### src/pmx_defines.svh
`ifndef PMX_DEFINES_SVH
`define PMX_DEFINES_SVH
// register indices, byte address is index times four
`define PMX_IDX_CTRL 7'h00
`define PMX_IDX_MODE 7'h10
`define PMX_IDX_STRAP 7'h11
`define PMX_IDX_ICSR 7'h1F
// field positions
`define PMX_CTRL_DUPLEX 8
`define PMX_CTRL_ISOLATE 10
`define PMX_ICSR_POL 9
`define PMX_ICSR_EN_LSB 12
// reset values
`define PMX_RST_POL 1'b0
`define PMX_RST_IRQ_EN 4'h0
// bus answers
`define PMX_RESP_OKAY 2'h0
`define PMX_RESP_SLVERR 2'h2
`endif

### src/pmx_pkg.sv
package pmx_pkg;
   // interface mode of the mac-side pins
   typedef enum logic [1:0] {
      PMX_MII = 2'h0,
      PMX_RMII = 2'h1,
      PMX_SMII = 2'h2,
      PMX_B2B = 2'h3
   } pmx_mode_e;
   // power-up sequence, one-hot
   typedef enum logic [3:0] {
      PMX_WAIT = 4'h1,
      PMX_SAMPLE = 4'h2,
      PMX_LOAD = 4'h4,
      PMX_RUN = 4'h8
   } pmx_seq_e;
   // the five shared strap/output pins
   typedef struct packed {
      logic rxd0;
      logic rxdv;
      logic rxer;
      logic col;
      logic crs;
   } pmx_pins_s;
   // receive side values from the phy core
   typedef struct packed {
      logic rxd0;
      logic smii_rx;
      logic rxdv;
      logic crs_dv;
      logic rxer;
      logic col;
      logic crs;
      logic txc;
   } pmx_core_rx_s;
   // latched straps
   typedef struct packed {
      logic valid;
      logic duplex;
      logic isolate;
      logic cfg_strap_two;
      logic cfg_strap_one;
      logic cfg_strap_zero;
   } pmx_straps_s;
endpackage : pmx_pkg

### src/pmx_strap.sv
`timescale 1ns/100ps
`default_nettype none
module pmx_strap (
   // clock and reset
   input wire logic core_clk,
   input wire logic resetn,
   // sample strobe and pin levels
   input wire logic sample,
   input wire pmx_pkg::pmx_pins_s pins_in,
   // latched values
   output pmx_pkg::pmx_straps_s straps
);
   pmx_pkg::pmx_straps_s st, next_st;

   // take the pull levels once, on the sample strobe
   always_comb begin
      next_st = st;
      if (sample && !st.valid) begin
         next_st.valid = 1'b1;
         next_st.duplex = pins_in.rxd0;
         next_st.isolate = pins_in.rxer;
         next_st.cfg_strap_two = pins_in.rxdv;
         next_st.cfg_strap_one = pins_in.crs;
         next_st.cfg_strap_zero = pins_in.col;
      end
   end

   always_ff @(posedge core_clk) begin
      if (!resetn) begin
         st <= '0;
      end else begin
         st <= next_st;
      end
   end

   assign straps = st;

   // once valid, straps never move
   strap_hold_a: assert property (@(posedge core_clk)
      disable iff (!resetn) st.valid |=> $stable(st))
      else $error("strap value changed after sampling");
endmodule : pmx_strap
`default_nettype wire

### src/pmx_top.sv
// Local design decisions: the AXI4-Lite register port and the register addresses.
`timescale 1ns/100ps
`default_nettype none
`include "pmx_defines.svh"
module pmx_top (
   // clock and reset
   input wire logic core_clk,
   input wire logic resetn,
   // axi4-lite slave
   input wire logic [8:0] s_axi_awaddr,
   input wire logic s_axi_awvalid,
   output logic s_axi_awready,
   input wire logic [31:0] s_axi_wdata,
   input wire logic [3:0] s_axi_wstrb,
   input wire logic s_axi_wvalid,
   output logic s_axi_wready,
   output logic [1:0] s_axi_bresp,
   output logic s_axi_bvalid,
   input wire logic s_axi_bready,
   input wire logic [8:0] s_axi_araddr,
   input wire logic s_axi_arvalid,
   output logic s_axi_arready,
   output logic [31:0] s_axi_rdata,
   output logic [1:0] s_axi_rresp,
   output logic s_axi_rvalid,
   input wire logic s_axi_rready,
   // shared strap/output pins
   input wire pmx_pkg::pmx_pins_s pin_in,
   output pmx_pkg::pmx_pins_s pin_out,
   output pmx_pkg::pmx_pins_s pin_oe,
   // transmit clock pin
   input wire logic txc_in,
   output logic txc_out,
   output logic txc_oe,
   // transmit data pins txd0, txd1
   input wire logic txd0_in,
   input wire logic txd1_in,
   // phy core side
   input wire pmx_pkg::pmx_core_rx_s core_rx,
   input wire logic [3:0] irq_event,
   output logic core_txc_ext,
   output logic core_smii_tx,
   output logic core_smii_sync,
   output logic duplex,
   output logic isolate,
   // interrupt pin
   output logic irq_out
);
   typedef struct packed {
      pmx_pkg::pmx_seq_e seq;
      logic aw_got;
      logic w_got;
      logic [6:0] waddr;
      logic [31:0] wdata;
      logic [3:0] wstrb;
      logic awready;
      logic wready;
      logic bvalid;
      logic [1:0] bresp;
      logic arready;
      logic rvalid;
      logic [1:0] rresp;
      logic [31:0] rdata;
      logic duplex;
      logic isolate;
      pmx_pkg::pmx_mode_e mode;
      logic irq_pol;
      logic [3:0] irq_en;
      logic [3:0] irq_sts;
      logic irq_out;
      pmx_pkg::pmx_pins_s pin_out;
      pmx_pkg::pmx_pins_s pin_oe;
      logic txc_out;
      logic txc_oe;
      logic core_txc_ext;
      logic core_smii_tx;
      logic core_smii_sync;
   } pmx_state_s;

   pmx_state_s st, next_st;
   pmx_pkg::pmx_straps_s straps;
   logic [6:0] ridx;
   logic rd_take;
   logic [3:0] sts_set;
   logic drive;

   // strap latch, strobed in the sample state
   pmx_strap u_strap (
      .core_clk(core_clk),
      .resetn(resetn),
      .sample(st.seq == pmx_pkg::PMX_SAMPLE),
      .pins_in(pin_in),
      .straps(straps)
   );

   // next state of sequence, bus slave, registers and pins
   always_comb begin
      next_st = st;
      ridx = s_axi_araddr[8:2];
      rd_take = s_axi_arvalid && st.arready;
      drive = (st.seq == pmx_pkg::PMX_RUN) && !st.isolate;
      sts_set = irq_event;
      case (st.seq)
         pmx_pkg::PMX_WAIT: next_st.seq = pmx_pkg::PMX_SAMPLE;
         pmx_pkg::PMX_SAMPLE: next_st.seq = pmx_pkg::PMX_LOAD;
         pmx_pkg::PMX_LOAD: begin
            next_st.seq = pmx_pkg::PMX_RUN;
            next_st.duplex = straps.duplex;
            next_st.isolate = straps.isolate;
         end
         pmx_pkg::PMX_RUN: next_st.seq = pmx_pkg::PMX_RUN;
         default: next_st.seq = pmx_pkg::PMX_WAIT;
      endcase
      // write address and data captured in either order
      if (s_axi_awvalid && st.awready) begin
         next_st.aw_got = 1'b1;
         next_st.waddr = s_axi_awaddr[8:2];
      end
      if (s_axi_wvalid && st.wready) begin
         next_st.w_got = 1'b1;
         next_st.wdata = s_axi_wdata;
         next_st.wstrb = s_axi_wstrb;
      end
      if (st.bvalid && s_axi_bready) begin
         next_st.bvalid = 1'b0;
      end
      // perform the write once both halves are held
      if (st.aw_got && st.w_got && !st.bvalid) begin
         next_st.aw_got = 1'b0;
         next_st.w_got = 1'b0;
         next_st.bvalid = 1'b1;
         next_st.bresp = `PMX_RESP_OKAY;
         case (st.waddr)
            `PMX_IDX_CTRL: begin
               if (st.wstrb[1]) begin
                  next_st.duplex = st.wdata[`PMX_CTRL_DUPLEX];
                  next_st.isolate = st.wdata[`PMX_CTRL_ISOLATE];
               end
            end
            `PMX_IDX_MODE: begin
               if (st.wstrb[0]) begin
                  next_st.mode = pmx_pkg::pmx_mode_e'(st.wdata[1:0]);
               end
            end
            `PMX_IDX_ICSR: begin
               if (st.wstrb[1]) begin
                  next_st.irq_pol = st.wdata[`PMX_ICSR_POL];
                  next_st.irq_en = st.wdata[`PMX_ICSR_EN_LSB +: 4];
               end
            end
            `PMX_IDX_STRAP: next_st.bresp = `PMX_RESP_OKAY;
            default: next_st.bresp = `PMX_RESP_SLVERR;
         endcase
      end
      next_st.awready = !next_st.aw_got && !next_st.bvalid;
      next_st.wready = !next_st.w_got && !next_st.bvalid;
      // read path, one outstanding read
      if (st.rvalid && s_axi_rready) begin
         next_st.rvalid = 1'b0;
      end
      if (rd_take) begin
         next_st.rvalid = 1'b1;
         next_st.rresp = `PMX_RESP_OKAY;
         next_st.rdata = 32'h0;
         case (ridx)
            `PMX_IDX_CTRL: begin
               next_st.rdata[`PMX_CTRL_DUPLEX] = st.duplex;
               next_st.rdata[`PMX_CTRL_ISOLATE] = st.isolate;
            end
            `PMX_IDX_MODE: next_st.rdata[1:0] = st.mode;
            `PMX_IDX_STRAP: next_st.rdata[5:0] = straps;
            `PMX_IDX_ICSR: begin
               // status read clears, new events win
               next_st.rdata[3:0] = st.irq_sts;
               next_st.rdata[`PMX_ICSR_POL] = st.irq_pol;
               next_st.rdata[`PMX_ICSR_EN_LSB +: 4] = st.irq_en;
               next_st.irq_sts = 4'h0;
            end
            default: next_st.rresp = `PMX_RESP_SLVERR;
         endcase
      end
      next_st.irq_sts = next_st.irq_sts | sts_set;
      next_st.arready = !next_st.rvalid;
      next_st.irq_out = st.irq_pol ~^ (|(st.irq_sts & st.irq_en));
      // pins stay undriven until straps are in
      next_st.pin_oe = drive ? 5'h1F : 5'h00;
      next_st.txc_oe = drive && (st.mode != pmx_pkg::PMX_B2B);
      next_st.txc_out = core_rx.txc;
      next_st.core_txc_ext = txc_in;
      // smii serial transmit and sync from the mac
      next_st.core_smii_tx = txd0_in;
      next_st.core_smii_sync = txd1_in;
      // smii serial receive on the rxd0 pin
      next_st.pin_out.rxd0 = (st.mode == pmx_pkg::PMX_SMII) ?
         core_rx.smii_rx : core_rx.rxd0;
      // rmii combined carrier-sense and data valid
      next_st.pin_out.rxdv = (st.mode == pmx_pkg::PMX_RMII) ?
         core_rx.crs_dv : core_rx.rxdv;
      next_st.pin_out.rxer = core_rx.rxer;
      next_st.pin_out.col = core_rx.col;
      next_st.pin_out.crs = core_rx.crs;
   end

   always_ff @(posedge core_clk) begin
      if (!resetn) begin
         st <= '0;
         st.seq <= pmx_pkg::PMX_WAIT;
         st.mode <= pmx_pkg::PMX_MII;
         st.irq_pol <= `PMX_RST_POL;
         st.irq_en <= `PMX_RST_IRQ_EN;
         st.irq_out <= 1'b1;
      end else begin
         st <= next_st;
      end
   end

   // outputs straight from the state register
   assign s_axi_awready = st.awready;
   assign s_axi_wready = st.wready;
   assign s_axi_bvalid = st.bvalid;
   assign s_axi_bresp = st.bresp;
   assign s_axi_arready = st.arready;
   assign s_axi_rvalid = st.rvalid;
   assign s_axi_rresp = st.rresp;
   assign s_axi_rdata = st.rdata;
   assign pin_out = st.pin_out;
   assign pin_oe = st.pin_oe;
   assign txc_out = st.txc_out;
   assign txc_oe = st.txc_oe;
   assign core_txc_ext = st.core_txc_ext;
   assign core_smii_tx = st.core_smii_tx;
   assign core_smii_sync = st.core_smii_sync;
   assign duplex = st.duplex;
   assign isolate = st.isolate;
   assign irq_out = st.irq_out;

   // checks
   duplex_load_a: assert property (@(posedge core_clk)
      disable iff (!resetn) st.seq == pmx_pkg::PMX_SAMPLE |=> ##1 st.duplex
      == $past(pin_in.rxd0, 2)) else $error("duplex not loaded from strap");
   cfg_straps_a: assert property (@(posedge core_clk)
      disable iff (!resetn) st.seq == pmx_pkg::PMX_SAMPLE |=>
      {straps.cfg_strap_two, straps.cfg_strap_one, straps.cfg_strap_zero} ==
      $past({pin_in.rxdv, pin_in.crs, pin_in.col}))
      else $error("config straps wrong");
   iso_float_a: assert property (@(posedge core_clk)
      disable iff (!resetn) st.isolate && $past(st.isolate) |-> !txc_oe &&
      st.pin_oe == 5'h00) else $error("pins driven while isolated");
   irq_pol_a: assert property (@(posedge core_clk)
      disable iff (!resetn) $past(resetn) |-> irq_out == ($past(st.irq_pol)
      ~^ (|($past(st.irq_sts) & $past(st.irq_en)))))
      else $error("interrupt pin polarity wrong");
   txc_dir_a: assert property (@(posedge core_clk)
      disable iff (!resetn) st.mode == pmx_pkg::PMX_B2B |=> !txc_oe)
      else $error("transmit clock driven in back-to-back");
   rmii_crsdv_a: assert property (@(posedge core_clk)
      disable iff (!resetn) st.mode == pmx_pkg::PMX_RMII |=> pin_out.rxdv ==
      $past(core_rx.crs_dv)) else $error("rmii valid pin wrong");
   smii_rx_a: assert property (@(posedge core_clk)
      disable iff (!resetn) st.mode == pmx_pkg::PMX_SMII |=> pin_out.rxd0 ==
      $past(core_rx.smii_rx)) else $error("smii receive pin wrong");
   smii_tx_a: assert property (@(posedge core_clk)
      disable iff (!resetn) 1'b1 |=> core_smii_sync == $past(txd1_in) &&
      core_smii_tx == $past(txd0_in)) else $error("smii transmit path wrong");
   irq_sticky_a: assert property (@(posedge core_clk)
      disable iff (!resetn) irq_event[0] |=> st.irq_sts[0])
      else $error("interrupt event lost");
   no_drive_a: assert property (@(posedge core_clk)
      disable iff (!resetn) st.seq != pmx_pkg::PMX_RUN |=> st.pin_oe == 5'h00)
      else $error("pins driven before strap sampling");
   run_cov: cover property (@(posedge core_clk) st.seq == pmx_pkg::PMX_RUN);
   irq_cov: cover property (@(posedge core_clk) st.irq_pol && irq_out);
   smii_cov: cover property (@(posedge core_clk)
      st.mode == pmx_pkg::PMX_SMII && drive);
   b2b_cov: cover property (@(posedge core_clk)
      st.mode == pmx_pkg::PMX_B2B && s_axi_bvalid);
endmodule : pmx_top
`default_nettype wire

### config.mk
export PLATFORM = sky130hd
export DESIGN_NAME = pmx_top
export DESIGN_NICKNAME = d
export VERILOG_FILES = /design/src/pmx_pkg.sv /design/src/pmx_strap.sv /design/src/pmx_top.sv
export VERILOG_INCLUDE_DIRS = /design/src
export SDC_FILE = /design/constraint.sdc
export NUM_CORES = 1
export LEC_CHECK = 0
export ABC_AREA = 0
export ABC_CLOCK_PERIOD_IN_PS = 3450
export BUFFER_PORTS_ARGS = -buffer_cell sky130_fd_sc_hd__buf_2
export CAP_MARGIN = 10
export CORE_ASPECT_RATIO = 1.1
export CORE_MARGIN = 3
export CORE_UTILIZATION = 40
export DETAILED_ROUTE_END_ITERATION = 8
export HOLD_SLACK_MARGIN = 0.1
export PLACE_DENSITY = 0.71
export SETUP_SLACK_MARGIN = 0.05
export SLEW_MARGIN = 20
export SYNTH_ARGS = -nofsm -noshare
export SYNTH_HDL_FRONTEND = slang
export SYNTH_SLANG_ARGS = --single-unit
### constraint.sdc
create_clock -name core_clk -period 3.45 [get_ports core_clk]
set_input_delay 0.1725 -clock core_clk [delete_from_list [all_inputs] [get_ports core_clk]]
set_output_delay 0.1725 -clock core_clk [all_outputs]
set_load 0.01 [all_outputs]
Yosys cells after proc, flatten, opt, wreduce, memory -nomap -nowiden
Index checks and enable logic that the tools add are counted.

word-level totals
  register bits after elaboration = 88
  input port bits = 81
  output and inout port bits = 59
  word-level logic and storage cells = 115

cells by class
  equality and inequality tests = 13
  mux-type cells = 30
  bitwise gates (word level) = 3
  reduce and logical (&&, ||, !) cells = 27

operators by type and width
  cell                                                  count
  equality test 7 x 5 -> 1 bit (second input constant)  6
  2-to-1 mux 35 bit                                     1
  2-to-1 mux 2 bit                                      9
  2-to-1 mux 5 bit                                      3
  logical NOT 7 bit                                     2
  logical AND 1 bit                                     12
  2-to-1 mux 4 bit                                      3
  case mux 4 bit (3 select lines)                       1
  OR reduction 4 bit                                    3
  2-to-1 mux 1 bit                                      9
  2-to-1 mux 9 bit                                      1
  logical NOT 1 bit                                     7
  case mux 2 bit (3 select lines)                       1
  AND reduction 3 bit                                   2
  AND 4 bit                                             1
  equality test 4 x 1 -> 1 bit (second input constant)  1
  equality test 4 x 2 -> 1 bit (second input constant)  1
  equality test 4 x 3 -> 1 bit (second input constant)  1
  equality test 4 bit (second input constant)           1
  bitwise OR 4 bit                                      1
  case mux 2 bit (2 select lines)                       1
  2-to-1 mux 3 bit                                      1
  equality test 2 x 1 -> 1 bit (second input constant)  1
  equality test 2 bit (second input constant)           1
  other kinds (3)                                       3

Depth between registers and ports, before layout
  word-level depth = 6
  gate-level depth with buffers = 5
  gate-level depth less buffers = 3

Hierarchy
Synthesis repeated with hierarchy kept, for this count alone.

second synthesis, totals
  cell total of the unflattened synthesis = 362
  area total of the unflattened synthesis = 3,339.5 µm²

by module, submodules not included
  module     times used  cells an instance  area an instance (µm²)  sequential area each (µm²)
  pmx_top    1           337                3,094.2                 1,381.3
  pmx_strap  1           25                 245.2                   120.1

Worst setup path before layout
No wires, ideal clock.

  kind = register to register
  start point = register st[106] (netlist name)
  end point = register st, in the netlist duplex
  setup time = 0.095 ns
  data arrival time = 1.570 ns
  required time = 3.355 ns
  setup slack = 1.785 ns
  stages on the path, launching flop included = 4
  buffers on the path = 0
  period minus slack after synthesis = 1.665 ns
  cell sequence = dfxtp_1 or4_4 or4_4 a221oi_1

on the way
  word-level cells in the longest chain between the ends = 3

RTL lines
  item                      RTL line        RTL
  start: declaration        pmx_top.sv:80   pmx_state_s st, next_st;
  start signal: assignment  pmx_top.sv:213  st <= next_st;
  logical NOT 7 bit         pmx_top.sv:133  case (st.waddr)
  2-to-1 mux 2 bit          pmx_top.sv:133
  2-to-1 mux 9 bit          pmx_top.sv:128  if (st.aw_got && st.w_got && !st.bvalid) begin

Every way passes these cells.
A chain may end at the register's enable or synchronous reset.

Worst setup path in the final report
  start point = register st[110] (netlist name)
  end point = register st[26] (netlist name)

on the way
  word-level cells in the longest chain between the ends = 2

RTL lines
  item                                  RTL line
  equality test 7 x 5 -> 1 bit          pmx_top.sv:133
  AND reduction 3 bit (no source line)  -

Every way passes these cells.

==> metrics.md <==
| Metric | Value |
|---|---|
| Total Wirelength | 7.54 mm |
| Status | finished, final reports clean |
| Area fraction of the dominant cell type after synthesis | 46.2% |
| Worst slew margin | 34.1% |
| # diodes | 0 |
| Antenna violation net count after detailed routing | 0 |
| Global-route wire length before repair | 12.3 mm |
| Slowest cell on the critical path | or3b_2 |
| WP data required | 3.73 ns |
| Worst Tran Pin Value | 0.981 ns |
| Adder-Cell Fraction of Synth Area | 0% |
| Total number of vias | 2865 |
| Post-synthesis simple-gate area fraction | 23.2% |
| Worst Path Max Fanout | 8 |
| Register bit count reported by yosys | 75 |
| Dpl hpwl | 5.31 mm |
| Buf+Inv Stages, Crit Path | 0 |
| Switching pwr | 0.444 mW |
| Slowest stage delay, CP | 0.56 ns |
| Final setup fails | 0 |
| Fin crit share | 52.9% |
| Post-synth cell types | 41 |
| CTS H-tree depth | 3 |
| Pwr Total | 1.76 mW |
| Die Area | 9240 um2 |
| Root Buffer Master | clkbuf_8 |
| VDD IR max | 0.000188 V |
| Clock transition at the registers of the reported paths | 0.07 ns |
| Max Fclk | 0.548 GHz |
| CTS max path bufs | 2 |
| Net count, final | 548 |
| Die H | 101 um |
| Synth Area in XOR/XNOR | 0.270% |
| Gate Count Post-Synth | 376 |
| Ranking of synthesized cells by area | dfxtp_1 (46%), buf_4 (11%), a21oi_1 (6.9%), nand2_1 (5.3%), nand4_1 (2.9%) |
| Core area | 7680 um2 |
| Initial antenna violation count | 0 |
| Main combinational cell family by area after synthesis | simple AND/OR/NAND/NOR gates |
| Period minus WS final | 1.82 ns |
| Arr. time, crit path | 2.10 ns |
| DRT Pass-1 Iters | 4 |
| CP endpoint kind | flip-flop |
| IO Pins | 140 |
| Setup TNS | 0 ns |
| Family with the most delay on the worst path | simple AND/OR/NAND/NOR gates |
| CTS Sinks | 75 |
| Dpl cells | 526 |
| Die Width | 91.9 um |
| Combinational Power Share | 11.1% |
| Layout cell share with drive strength beyond 1 | 24.6% |
| GPL Wtd Cong | 0.798 |
| Clk pwr share | 35.5% |
| Sw Share | 25.2% |
| RSZ-0062 raised after global routing | false |
| Per-cell routed wire length | 13.1 um |
| Most common cell after layout, fill and taps aside | buf_2 |
| Hold WS | 0.116 ns |
| Setup Skew | 0.00871 ns |
| Internal Power | 1.32 mW |
| Vias in the first global route | 2684 |
| Buffers added on ports | 89 |
| Seq/Total Area, Yosys | 46.2% |
| Syn Area/Cell | 8.64 um2 |
| Sequential cell fraction of total power | 53.4% |
| Final Max Slew Viols | 0 |
| Pleak | 1.68 nW |
| Grt ovf | 0 |
| Compound-cell area share of the yosys netlist | 14.2% |
| Top_reg_cell synth | dfxtp_1 |
| Clock Latency Late Sink | 0.35 ns |
| DRT iter0 DRCs | 175 |
| # DRC | 0 |
| Pwr Density | 436 nW/um2 |
| Post-synth ARST share | 0% |
| Cells along the critical path | or3b_2 -> nor4_1 -> mux2i_1 |
| Row count | 33 |
| Initial Util | 42.3% |
| Fin cells | 577 |
| Synth warn | 0 |
| Crit Path Category | reg -> reg |
| Post-synthesis mux area share | 2.54% |
| Startpoint Class | flip-flop |
| Post-DR vias/cell | 4.97 |
| CTS tree | done |
| Total GRT Usage | 16.6% |
| Post-synth EDFFs | 0 |
| Worst R2R Setup Slack | 1.63 ns |
| Max cap viols | 0 |
| Worst hold path type | in -> reg |
| Synth Cell Area | 3250 um2 |
| Largest net degree at the start of global routing | 33 |
| Area grow syn2layout | 24.2% |
| Largest area contributor in the netlist | dfxtp_1 |
| Layout fillers | 739 |
| TritonCTS buffer count | 9 |
| Final hold violation count | 0 |
| Most frequent cells in the layout | buf_2 (89), dfxtp_1 (75), nand2_1 (46) |
-- sequential cells by signal (all words and copies together), names as in the netlist, 5 cells and up --
| signal | cells |
|---|---|
| u_strap.straps | 6 |
| s_axi_rdata | 13 |
| pin_out | 5 |
| st | 35 |
-- what timing repair did --
item,4_1_cts,5_1_grt
buffers inserted,0,0
gates resized for setup,0,0
endpoints found under the hold margin,32,1
hold buffers,34,1
-- per-stage QoR --
stage | area, um2 | util, % | setup WS, ns
6_report | 4040 | 52.6 | 1.63
5_1_grt | 4040 | 52.6 | 1.52
4_1_cts | 4020 | 52.4 | 1.65
3_5_place_dp | 3490 | 45.5 | 1.67
3_3_place_gp | 3490 | 45.5 | 1.69
2_1_floorplan | 3320 | - | 1.78
-- power groups by stage --
stage	Sequential, mW	Clock (mW)	Combinational [mW]
after floorplan	0.949	0	0.130
after global placement	0.957	0	0.159
after detailed placement	0.959	0	0.163
after CTS	0.939	0.650	0.193
after global routing	0.946	0.682	0.218
final	0.940	0.625	0.194
-- synthesized netlist by cell type (3+ instances only) --
cell type	n
nand2_1	46
nor3_1	7
nor2_1	14
buf_4	46
clkbuf_1	17
nand3b_1	7
a221oi_1	3
nand4_1	15
a22o_1	3
a21oi_1	45
and2_1	10
nand3_1	14
o31ai_1	5
or3b_2	3
dfxtp_1	75
inv_1	5
nor4_1	4
and3_1	5
o21ai_0	15
mux2i_1	6
-- worst reg2reg max path: stages, from the launching register on --
cell	delay [ns]
dfxtp_1	0.47
or3b_2	0.56
nor4_1	0.49
mux2i_1	0.24
-- final timing paths --
kind	startpoint	end	cells past startpoint
hold reg to reg	s_axi_rdata[10]	s_axi_rdata[10]	2
hold / removal	irq_event[2]	st[18]	3
setup reg to reg	st[110]	st[26]	3
setup / recovery	st[110]	st[26]	3
-- per-layer routing --
layer  share of wire (%)  GRT usage, %  routed length [um]
met1                  42          20.4                3200
met2                  49          27.5                3710
met3                 5.8          3.96                 441
met4                 2.6          7.89                 193
met5                   0             0                   0
-- cell families after synthesis --
kind of cell / Yosys count
and+or+nand+nor: 141
AOI/OAI and AO/OA: 80
DFF: 75
buffers and inverters: 70
muxes: 8
xor gates and xnor gates: 1
other: 1
-- area by class of cell --
| class | instances | area [um2] | share of cell area (%) |
|---|---|---|---|
| timing repair buffer | 125 | 803 | 19.9 |
| clock buffer | 12 | 165 | 4.09 |
| tap | 105 | 131 | 3.25 |
| inverter | 5 | 18.8 | 0.465 |
| sequential | 75 | 1500 | 37.2 |
| clock inverter | 4 | 23.8 | 0.589 |
| multi-input combinational | 251 | 1390 | 34.5 |
Power figures use the tool's default switching activity.
